**config.mk**
```make
export PLATFORM = sky130hd
export DESIGN_NAME = btpsc_top
export DESIGN_NICKNAME = d
export VERILOG_FILES = /design/src/rtl/btpsc_pkg.sv /design/src/rtl/btpsc_wake_timer.sv /design/src/rtl/btpsc_top.sv
export VERILOG_INCLUDE_DIRS = /design/src /design/src/rtl
export SDC_FILE = /design/constraint.sdc
export NUM_CORES = 1
export LEC_CHECK = 0
export ABC_AREA = 1
export BUFFER_PORTS_ARGS = -buffer_cell sky130_fd_sc_hd__buf_2
export CORE_MARGIN = 4
export CORE_UTILIZATION = 52
export DETAILED_ROUTE_END_ITERATION = 16
export GPL_TIMING_DRIVEN = 0
export PLACE_DENSITY = 0.75
export SYNTH_ARGS = -nofsm -noshare
export SYNTH_HDL_FRONTEND = slang
export SYNTH_HIERARCHICAL = 1
export SYNTH_SLANG_ARGS = --single-unit
```
**constraint.sdc**
```tcl
create_clock -name SYS_CLK -period 1.9 [get_ports SYS_CLK]
set_input_delay 0.19 -clock SYS_CLK [delete_from_list [all_inputs] [get_ports SYS_CLK]]
set_output_delay 0.19 -clock SYS_CLK [all_outputs]
set_load 0.02 [all_outputs]
```
**src/rtl/btpsc_params.svh**
```systemverilog
`ifndef BTPSC_PARAMS_SVH
`define BTPSC_PARAMS_SVH

// System clock
`define BTPSC_CLK_MHZ          40

// Power-on reset settle time after the regulator enable is seen high
`define BTPSC_POR_SETTLE_NS    1000
`define BTPSC_POR_SETTLE_CYC   ((`BTPSC_POR_SETTLE_NS * `BTPSC_CLK_MHZ + 999) / 1000)
`define BTPSC_CNT_W            12

// Sniff/hold wake interval counter, in low-power clock ticks
`define BTPSC_WAKE_W           16
`define BTPSC_WAKE_ONE         16'h0001
`define BTPSC_WAKE_ZERO        16'h0000

// Wideband speech: linear 16-bit samples at 16 kHz
`define BTPSC_WBS_SAMPLE_BITS  16
`define BTPSC_WBS_RATE_HZ      16000
`define BTPSC_WBS_PERIOD_CYC   (`BTPSC_CLK_MHZ * 1000000 / `BTPSC_WBS_RATE_HZ)

// Reset levels
`define BTPSC_LVL_ON           1'b1
`define BTPSC_LVL_OFF          1'b0
`define BTPSC_CNT_ZERO         12'h000

`endif

```
**src/rtl/btpsc_pkg.sv**
```systemverilog
`include "btpsc_params.svh"

package btpsc_pkg;

    typedef enum logic [4:0] {
        ST_OFF      = 5'h01,
        ST_POR_WAIT = 5'h02,
        ST_ACTIVE   = 5'h04,
        ST_SLEEP    = 5'h08,
        ST_SHUTDOWN = 5'h10
    } btpsc_state_t;

    typedef logic [`BTPSC_WAKE_W-1:0] btpsc_wake_t;
    typedef logic [`BTPSC_CNT_W-1:0]  btpsc_cnt_t;

    // Core supply is up in these states; the core clock is enabled only in ST_ACTIVE
    function automatic logic btpsc_bt_powered(input btpsc_state_t st);
        return (st == ST_POR_WAIT) || (st == ST_ACTIVE) || (st == ST_SLEEP);
    endfunction

endpackage

```
**src/rtl/btpsc_wake_timer.sv**
```systemverilog
`timescale 1ns/1ps
`include "btpsc_params.svh"

module btpsc_wake_timer
    import btpsc_pkg::*;
(
    // Clock and reset
    input  wire logic        clk,
    input  wire logic        rst,
    // Control
    input  wire logic        load,
    input  wire logic        clear,
    input  wire btpsc_wake_t interval,
    input  wire logic        tick,
    // Status
    output logic             expired,
    output logic             busy
);

    btpsc_wake_t cnt_reg;
    btpsc_wake_t cnt_next;
    logic        busy_reg;
    logic        busy_next;
    logic        exp_reg;
    logic        exp_next;

    // Zero interval still waits one tick so the core never wakes in the same cycle
    wire btpsc_wake_t load_val = (interval == `BTPSC_WAKE_ZERO) ? `BTPSC_WAKE_ONE : interval;
    wire logic        last_tick = busy_reg && tick && (cnt_reg == `BTPSC_WAKE_ONE);

    always_comb begin
        cnt_next  = cnt_reg;
        busy_next = busy_reg;
        exp_next  = `BTPSC_LVL_OFF;
        if (clear) begin
            busy_next = `BTPSC_LVL_OFF;
        end else if (load) begin
            cnt_next  = load_val;
            busy_next = `BTPSC_LVL_ON;
        end else if (last_tick) begin
            busy_next = `BTPSC_LVL_OFF;
            exp_next  = `BTPSC_LVL_ON;
        end else if (busy_reg && tick) begin
            cnt_next = cnt_reg - `BTPSC_WAKE_ONE;
        end
    end

    always_ff @(posedge clk or posedge rst) begin
        if (rst) begin
            cnt_reg  <= `BTPSC_WAKE_ZERO;
            busy_reg <= `BTPSC_LVL_OFF;
            exp_reg  <= `BTPSC_LVL_OFF;
        end else begin
            cnt_reg  <= cnt_next;
            busy_reg <= busy_next;
            exp_reg  <= exp_next;
        end
    end

    assign expired = exp_reg;
    assign busy    = busy_reg;
endmodule // btpsc_wake_timer

```
**src/rtl/btpsc_top.sv**
```systemverilog
`timescale 1ns/1ps
`include "btpsc_params.svh"

// What this block does
// - The Bluetooth power-on reset stays asserted while the regulator enable pin is low.
// - The power-on reset is released only after the regulator enable has gone high.
// - In sniff or hold the block runs from the low-power clock and wakes after its interval.
// - The RF sections are switched on and off around each transmitted and received packet.
// - Shutdown removes RF and core power but keeps I/O power present.
// - In shutdown every output is tristated and most inputs are disabled.
// - Leaving shutdown is a normal power-up with no state kept from before.
// - FM power is a single on/off control with no low-power state.
// - FM power can follow its own enable or run in tandem with the Bluetooth core.
// - Wideband speech uses 16-bit linear samples paced at 16 kHz on the PCM bus.
module btpsc_top
    import btpsc_pkg::*;
(
    // Clock and reset
    input  wire logic        SYS_CLK,
    input  wire logic        RST,
    // Pins
    input  wire logic        BT_REGULATOR_ENABLE,
    input  wire logic        LOW_POWER_CLOCK_INPUT,
    // Baseband core requests
    input  wire logic        SLEEP_REQ,
    input  wire btpsc_wake_t SLEEP_INTERVAL,
    input  wire logic        SHUTDOWN_REQ,
    input  wire logic        TX_PKT_ACTIVE,
    input  wire logic        RX_PKT_ACTIVE,
    input  wire logic        FM_ENABLE,
    input  wire logic        FM_TANDEM,
    input  wire logic        WIDEBAND_SPEECH_ENABLE,
    // Reset and supply controls
    output logic             BT_POR_ACTIVE,
    output logic             CORE_POWER_EN,
    output logic             IO_POWER_EN,
    output logic             OUTPUT_ENABLE,
    output logic             INPUT_ENABLE,
    // Clocking
    output logic             CORE_CLOCK_EN,
    output logic             LPO_CLOCK_SELECT,
    output logic             WAKE_PULSE,
    // RF section
    output logic             RF_TX_EN,
    output logic             RF_RX_EN,
    output logic             RF_PLL_EN,
    output logic             RF_PA_EN,
    // FM and wideband speech
    output logic             FM_POWER_EN,
    output logic             WBS_CODEC_EN,
    output logic             WBS_SAMPLE_STROBE
);

    ////////////////////////////////////////////////////////////////////////////
    // Pin synchronisers
    logic en_meta_reg;
    logic en_sync_reg;
    logic lpo_meta_reg;
    logic lpo_sync_reg;
    logic lpo_prev_reg;

    always_ff @(posedge SYS_CLK or posedge RST) begin
        if (RST) begin
            en_meta_reg  <= `BTPSC_LVL_OFF;
            en_sync_reg  <= `BTPSC_LVL_OFF;
            lpo_meta_reg <= `BTPSC_LVL_OFF;
            lpo_sync_reg <= `BTPSC_LVL_OFF;
            lpo_prev_reg <= `BTPSC_LVL_OFF;
        end else begin
            en_meta_reg  <= BT_REGULATOR_ENABLE;
            en_sync_reg  <= en_meta_reg;
            lpo_meta_reg <= LOW_POWER_CLOCK_INPUT;
            lpo_sync_reg <= lpo_meta_reg;
            lpo_prev_reg <= lpo_sync_reg;
        end
    end

    wire logic lpo_tick = lpo_sync_reg && !lpo_prev_reg;

    ////////////////////////////////////////////////////////////////////////////
    // Power state machine
    btpsc_state_t state_reg;
    btpsc_state_t state_next;
    btpsc_cnt_t   settle_reg;
    logic         timer_expired;
    logic         timer_busy;

    wire logic settle_done = (settle_reg == btpsc_cnt_t'(`BTPSC_POR_SETTLE_CYC - 1));
    // Shutdown disables most inputs: only the shutdown request, the FM controls and the pins are heard
    wire logic sleep_go    = SLEEP_REQ && !SHUTDOWN_REQ;

    always_comb begin
        state_next = state_reg;
        if (!en_sync_reg) begin
            state_next = ST_OFF;
        end else begin
            case (state_reg)
                ST_OFF:      state_next = ST_POR_WAIT;
                ST_POR_WAIT: if (settle_done) state_next = ST_ACTIVE;
                ST_ACTIVE: begin
                    if (SHUTDOWN_REQ)  state_next = ST_SHUTDOWN;
                    else if (sleep_go) state_next = ST_SLEEP;
                end
                ST_SLEEP: begin
                    if (SHUTDOWN_REQ)       state_next = ST_SHUTDOWN;
                    else if (timer_expired) state_next = ST_ACTIVE;
                end
                // Exit always passes the full power-up path, so nothing survives
                ST_SHUTDOWN: if (!SHUTDOWN_REQ) state_next = ST_OFF;
                default:     state_next = ST_OFF;
            endcase
        end
    end

    always_ff @(posedge SYS_CLK or posedge RST) begin
        if (RST) begin
            state_reg  <= ST_OFF;
            settle_reg <= `BTPSC_CNT_ZERO;
        end else begin
            state_reg  <= state_next;
            settle_reg <= (state_reg == ST_POR_WAIT) ? settle_reg + 1'b1 : `BTPSC_CNT_ZERO;
        end
    end

    wire logic timer_load  = (state_reg == ST_ACTIVE) && (state_next == ST_SLEEP);
    wire logic timer_clear = (state_reg == ST_SLEEP) && (state_next != ST_SLEEP);

    btpsc_wake_timer u_wake_timer (
        .clk      (SYS_CLK),
        .rst      (RST),
        .load     (timer_load),
        .clear    (timer_clear),
        .interval (SLEEP_INTERVAL),
        .tick     (lpo_tick),
        .expired  (timer_expired),
        .busy     (timer_busy)
    );

    ////////////////////////////////////////////////////////////////////////////
    // Output decode from the next state, so every output except the constant IO_POWER_EN is a flip-flop
    wire logic nx_active   = (state_next == ST_ACTIVE);
    wire logic nx_shutdown = (state_next == ST_SHUTDOWN);
    wire logic nx_powered  = btpsc_bt_powered(state_next);
    wire logic nx_por      = !nx_active && (state_next != ST_SLEEP);
    wire logic nx_tx       = nx_active && TX_PKT_ACTIVE;
    wire logic nx_rx       = nx_active && RX_PKT_ACTIVE;
    wire logic nx_fm       = FM_ENABLE && (!FM_TANDEM || nx_powered);
    wire logic nx_wake     = (state_reg == ST_SLEEP) && nx_active;
    wire logic nx_wbs      = nx_active && WIDEBAND_SPEECH_ENABLE;

    logic por_reg;
    logic core_pwr_reg;
    logic io_en_reg;
    logic core_clk_reg;
    logic lpo_sel_reg;
    logic wake_reg;
    logic tx_reg;
    logic rx_reg;
    logic pll_reg;
    logic pa_reg;
    logic fm_reg;
    logic wbs_en_reg;
    logic wbs_stb_reg;
    btpsc_cnt_t wbs_cnt_reg;

    wire logic wbs_wrap = (wbs_cnt_reg == btpsc_cnt_t'(`BTPSC_WBS_PERIOD_CYC - 1));

    always_ff @(posedge SYS_CLK or posedge RST) begin
        if (RST) begin
            por_reg      <= `BTPSC_LVL_ON;
            core_pwr_reg <= `BTPSC_LVL_OFF;
            io_en_reg    <= `BTPSC_LVL_ON;
            core_clk_reg <= `BTPSC_LVL_OFF;
            lpo_sel_reg  <= `BTPSC_LVL_OFF;
            wake_reg     <= `BTPSC_LVL_OFF;
            tx_reg       <= `BTPSC_LVL_OFF;
            rx_reg       <= `BTPSC_LVL_OFF;
            pll_reg      <= `BTPSC_LVL_OFF;
            pa_reg       <= `BTPSC_LVL_OFF;
            fm_reg       <= `BTPSC_LVL_OFF;
            wbs_en_reg   <= `BTPSC_LVL_OFF;
        end else begin
            por_reg      <= nx_por;
            core_pwr_reg <= nx_powered;
            io_en_reg    <= !nx_shutdown;
            core_clk_reg <= nx_active;
            lpo_sel_reg  <= (state_next == ST_SLEEP);
            wake_reg     <= nx_wake;
            tx_reg       <= nx_tx;
            rx_reg       <= nx_rx;
            pll_reg      <= nx_tx || nx_rx;
            pa_reg       <= nx_tx;
            fm_reg       <= nx_fm;
            wbs_en_reg   <= nx_wbs;
        end
    end

    // Sample pacing restarts from zero each time the codec is enabled
    always_ff @(posedge SYS_CLK or posedge RST) begin
        if (RST) begin
            wbs_cnt_reg <= `BTPSC_CNT_ZERO;
            wbs_stb_reg <= `BTPSC_LVL_OFF;
        end else begin
            wbs_cnt_reg <= (!nx_wbs || wbs_wrap) ? `BTPSC_CNT_ZERO : wbs_cnt_reg + 1'b1;
            wbs_stb_reg <= nx_wbs && wbs_wrap;
        end
    end

    assign BT_POR_ACTIVE     = por_reg;
    assign CORE_POWER_EN     = core_pwr_reg;
    // I/O supply is never removed by this block
    assign IO_POWER_EN       = `BTPSC_LVL_ON;
    assign OUTPUT_ENABLE     = io_en_reg;
    assign INPUT_ENABLE      = io_en_reg;
    assign CORE_CLOCK_EN     = core_clk_reg;
    assign LPO_CLOCK_SELECT  = lpo_sel_reg;
    assign WAKE_PULSE        = wake_reg;
    assign RF_TX_EN          = tx_reg;
    assign RF_RX_EN          = rx_reg;
    assign RF_PLL_EN         = pll_reg;
    assign RF_PA_EN          = pa_reg;
    assign FM_POWER_EN       = fm_reg;
    assign WBS_CODEC_EN      = wbs_en_reg;
    assign WBS_SAMPLE_STROBE = wbs_stb_reg;
endmodule // btpsc_top

```
Word-level counts from Yosys, hierarchy flattened
Cells that the tools add are included.
{ "word_totals": {"elab_cells": 89, "regBits": 64} }
{ "classes": {"n_eq_ne": 14, "n_bitwise": 1, "n_addsub": 3, "n_reduce_logical": 28, "n_mux": 20} }
{ "ops": {"columns": ["cell", "n"], "rows": [
  ["16-bit 2-to-1 mux", 4],
  ["5-bit 2-to-1 mux", 7],
  ["5-bit one-hot mux with 5 select lines", 1],
  ["12-bit by 1-bit adder with 12-bit output, second input constant", 2],
  ["12-bit 2-to-1 mux", 2],
  ["16-bit by 1-bit == test with 1-bit output, second input constant", 1],
  ["16-bit logical NOT", 1],
  ["16-bit by 1-bit subtractor with 16-bit output, second input constant", 1],
  ["1-bit logical AND", 13],
  ["12-bit == test, second input constant", 1],
  ["12-bit by 6-bit == test with 1-bit output, second input constant", 1],
  ["5-bit by 2-bit == test with 1-bit output, second input constant", 2],
  ["5-bit by 3-bit == test with 1-bit output, second input constant", 2],
  ["5-bit by 4-bit == test with 1-bit output, second input constant", 2],
  ["5-bit == test, second input constant", 2],
  ["1-bit logical NOT", 6],
  ["1-bit 2-to-1 mux", 6],
  ["5-bit by 1-bit == test with 1-bit output, second input constant", 1],
  ["1-bit logical OR", 5],
  ["5-bit by 4-bit inequality test with 1-bit output, second input constant", 1],
  ["3-bit AND reduction", 1],
  ["3-bit nonzero test", 1],
  ["2-bit inequality test, second input constant", 1],
  ["2-bit nonzero test", 1],
  ["1-bit NOT", 1]
]} }

Longest topological paths before layout
{ "logic_depth": {"ltp_word": 11, "ltp_mapped": 15, "depth_no_buf": 14} }

Modules after synthesis
Netlist, hierarchy kept.
{ "by_module_without_submodules": {"columns": ["module", "area_each_um2", "seq_area_each_um2", "cells_each", "instances"], "rows": [
  ["btpsc_top", 2078.2, 1154.9, 223, 1],
  ["btpsc_wake_timer", 1403.8, 450.4, 231, 1]
]} }

Least setup slack after synthesis
Ideal clock, no wire load.
{ "synth_path": {"path_type": "register -> register", "start": "register state_reg[1]", "end": "register u_wake_timer.cnt_reg[3]", "period_less_slack_ps": 1896, "setup_slack_ps": 4, "arrival_ps": 1780, "path_stages_with_launch": 14, "required_time_ps": 1784, "setup_ps": 116, "path_buffers": 1, "cell_sequence": "dfrtp_1 > nor2_2 > nand3_1 > o21ai_0 > nand2_1 > nor2_1 > inv_1 > nand3_1 > nor2_1 > nand3_2 > nand3b_4 > buf_4 > nand2_1 > nand2_1"} }
{ "synth_via": {"elab_chain_len": 8, "elab_cells_between_ends": 22, "classes_between": "eq/ne: 8; mux: 9; bitwise: 1; reduce/logical: 4"} }
{ "synth_rtl": {"columns": ["element", "line", "rtl"], "rows": [
  ["from (decl)", "btpsc_top.sv:82", "btpsc_state_t state_reg;"],
  ["from (signal assigned)", "btpsc_top.sv:120", "state_reg <= state_next;"],
  ["5-bit 2-to-1 mux (on tied branches)", "btpsc_top.sv:106, btpsc_top.sv:102", null],
  ["5-bit 2-to-1 mux (on tied branches)", "btpsc_top.sv:105, btpsc_top.sv:101", null],
  ["5-bit one-hot mux with 5 select lines", "btpsc_top.sv:97", "case (state_reg)"],
  ["5-bit 2-to-1 mux", "btpsc_top.sv:94", "if (!en_sync_reg) begin"],
  ["5-bit by 4-bit == test with 1-bit output", "btpsc_top.sv:125", "wire logic timer_load = (state_reg == ST_ACTIVE) && (state_next == ST_SLEEP);"],
  ["1-bit logical AND (*)", "btpsc_top.sv:125", null],
  ["net timer_load", "btpsc_top.sv:125", null],
  ["2-bit inequality test (no source line) / 2-bit nonzero test (equally long branches)", null, null],
  ["3-bit AND reduction (no source line)", null, null],
  ["to (signal assigned)", "btpsc_wake_timer.sv:50", "cnt_reg <= `BTPSC_WAKE_ZERO;"],
  ["to (signal assigned)", "btpsc_wake_timer.sv:54", "cnt_reg <= cnt_next;"],
  ["to (decl)", "btpsc_wake_timer.sv:20", "btpsc_wake_t cnt_reg;"]
]} }
Mark *: on every way through the listed nets, which the timed path passes. The rest lies on a longest branch.
A chain may end at the register's enable or synchronous reset.

Worst setup path in the final report
{ "layout_path": {"start": "register state_reg[0]", "end": "register u_wake_timer.cnt_reg[14]"} }
The elaborated chain is that of the path after synthesis.

==> impl_metrics.tcl <==
set metrics [dict create \
    worstRegToRegCells 14 \
    finalHoldViolCount 0 \
    mostFrequentLayoutCell "nand2_1" \
    cts_root_buf "clkbuf_8" \
    power_frac_seq 0.505 \
    design.die.area_sq_um 8070 \
    crit_arrival_ns 2.18 \
    p_int_mw 2.07 \
    dp_hpwl_um 5480 \
    power.switching_mw 0.692 \
    port_buffers 40 \
    max_stage_delay_ns 0.56 \
    cts_tree "yes" \
    place_inst 572 \
    die_x_um 89.8 \
    grt-ovfl-total 0 \
    hold_ws_ns 0.0268 \
    rows 29 \
    die_h_um 89.8 \
    endpoint_kind "register" \
    crit_fanout 5 \
    wl_per_cell_um 13.2 \
    n_fill_cell 524 \
    p_leak_nw 2.23 \
    vias_per_cell 5.14 \
    async_flop_share 1.00 \
    fmax_ghz 0.515 \
    fin_crit_sh 1.02 \
    synth.distinct_cells 33 \
    powerDensity_nw_per_um2 649 \
    cts_buffer_depth 2 \
    grt_antenna_before_repair 0 \
    layout_min_cycle_time_ns 1.94 \
    avgSynthCellArea_sq_um 7.67 \
    path_clk_slew_ns 0.08 \
    syn_to_final_growth_pct 22.0 \
    finalSetupViolCount 10 \
    grt_pass1_vias 3012 \
    ys.flop_type "dfrtp_1" \
    swShare 0.251 \
    ys.warnings.count 6 \
    io_pins 42 \
    cts.sinks 64 \
    htreeDepth 3 \
    ys_ff_latch 64 \
    p_total_mw 2.76 \
    cpMostUsedCell "nand2_1" \
    final_cell_mix "122 x nand2_1, 61 x dfrtp_1, 58 x nor2_1" \
    hold_depth 3 \
    diodes 0 \
    fin_cells 605 \
    worstPathRequired_ns 2.14 \
    timing.final.max_slew_violations 0 \
    totalWireLength_um 7980 \
    tightest_slew_ns 0.738 \
    grt_usage 0.205 \
    clock_latency_ns 0.35 \
    cts_buffers 9 \
    grt_max_degree 39 \
    fp.coreArea_sq_um 6420 \
    synth_nets 485 \
    synth_edf_count 0 \
    post-route-drc-count 0 \
    drv_cap 0 \
    drive_gt1_frac 0.258 \
    slew_headroom 0.507 \
    violations "negative setup slack" \
    drt_first_pass_iters 4 \
    grt_pass1_wl_um 13500 \
    combPwrFrac 0.063 \
    via_count 3111 \
    drt_iter0_drc 217 \
    startpoint_type "register" \
    setup_slack_ns -0.0411 \
    status "finished with violations" \
    yosysSeqAreaShare 0.461 \
    rsz0062_at_grt "yes" \
    initial_core_util 0.542 \
    nets 554 \
    syn_area_sq_um 3480 \
    pwr-share-clk 0.433 \
    peakVddDrop_uv 626 \
    place_congestion 0.882 \
    path_class "register to register" \
    synthCells 454 \
    fin_skew_ns 0.0109 \
    ant_nets 0 \
    largest_reg_flops 16 \
    holdCritPathClass "input pin to register" \
    cp_cell_sequence "nor2_4, nand4_1, o21ai_1, nand2_1, nor2_4, inv_4, nand3_2, nor2_2, nand3_2, nand3b_4, inv_4, clkbuf_16, nand2_1, nand2_1" \
    critPathSlowestCell "dfstp_2" \
]
==> worst max-delay path, delay by kind of cell, from the launching register on <==
kind | cells | cell delay (ns)
compound gates | 1 | 0.08
simple gates | 10 | 0.92
buf+inv | 3 | 0.27
flops | 1 | 0.56
==> final timing paths <==
path,start,to,slack [ns]
max in group asynchronous,RST,u_wake_timer/cnt_reg[14]$_DFFE_PP0P_,0.91
hold / removal,FM_ENABLE,FM_POWER_EN$_DFF_PP0_,0.03
setup reg to reg,state_reg[0]$_DFF_PP1_,u_wake_timer/cnt_reg[14]$_DFFE_PP0P_,-0.04
setup / recovery,state_reg[0]$_DFF_PP1_,u_wake_timer/cnt_reg[14]$_DFFE_PP0P_,-0.04
hold reg to reg,lpo_meta_reg$_DFF_PP0_,lpo_sync_reg$_DFF_PP0_,0.36
min in group asynchronous,RST,wbs_cnt_reg[10]$_DFF_PP0_,0.30
==> per-layer routing <==
layer  wire [um]  track usage  up-vias
met5           0            0        -
met4         166       0.0881        0
met3         380       0.0326       16
met2        4150        0.354       87
met1        3280        0.254     1467
li1            -            -     1541
==> kinds of logic (layout without fill, tap and decap cells) <==
family                     count (synthesis)  after routing  share of synthesized area
AOI/OAI and AO/OA                         26             26                     0.0399
xor gates and xnor gates                  12             12                     0.0302
adders and majority gates                  4              4                     0.0144
buffers and inverters                     70            144                     0.0880
DFF                                       64             64                      0.461
muxes                                      1              1                    0.00287
other                                      1              1                    0.00108
and+or+nand+nor                          276            276                      0.363
==> power by group through the flow <==
stage,Clock (mW),Combinational [mW],Sequential [mW]
after global routing,1.29,0.195,1.39
final,1.19,0.173,1.39
after CTS,1.22,0.163,1.39
after detailed placement,0,0.148,1.42
after global placement,0,0.139,1.42
after floorplan,0,0.0810,1.42
==> repair_timing <==
action / in CTS / in global routing
pin swaps: 2 / 8
resized for setup: 13 / 24
buffers inserted: 5 / 7
gates cloned: 0 / 2
endpoints found under the hold margin: 28 / 0
hold buffers: 3 / 0
setup endpoints to repair: 18 / 28
==> synth_stat cells (all sizes together), types with 3 or more instances <==
master,number,share of area
nand2,135,0.15
nor2,82,0.11
dfrtp,61,0.44
inv,60,0.065
nand3,38,0.056
o21ai,12,0.017
a21oi,11,0.016
buf,10,0.023
xor2,10,0.025
nand4,7,0.014
nor3,7,0.010
ha,4,0.014
dfstp,3,0.023
or2,3,0.0054
==> layout make-up <==
class / instances / area (sq um) / area share
clock buffer: 9 / 124 / 0.0292
multi-input combinational: 320 / 1640 / 0.386
timing repair buffer: 58 / 377 / 0.0886
buffer: 10 / 93.8 / 0.0221
tap: 77 / 96.3 / 0.0227
clock inverter: 7 / 81.3 / 0.0191
inverter: 60 / 230 / 0.0542
sequential: 64 / 1610 / 0.378
==> per-stage QoR <==
step           area, sq um  setup slack, ns   util  TNS, ns
2_1_floorplan         3480          0.00394      -        0
3_3_place_gp          3780           -0.359  0.588    -5.63
3_5_place_dp          3800           -0.449  0.591    -7.35
4_1_cts               4110          0.00369  0.640        0
6_report              4250          -0.0411  0.662   -0.219
5_1_grt               4250           -0.160  0.662    -2.21
Note: power is estimated with default switching activity, not from simulation.
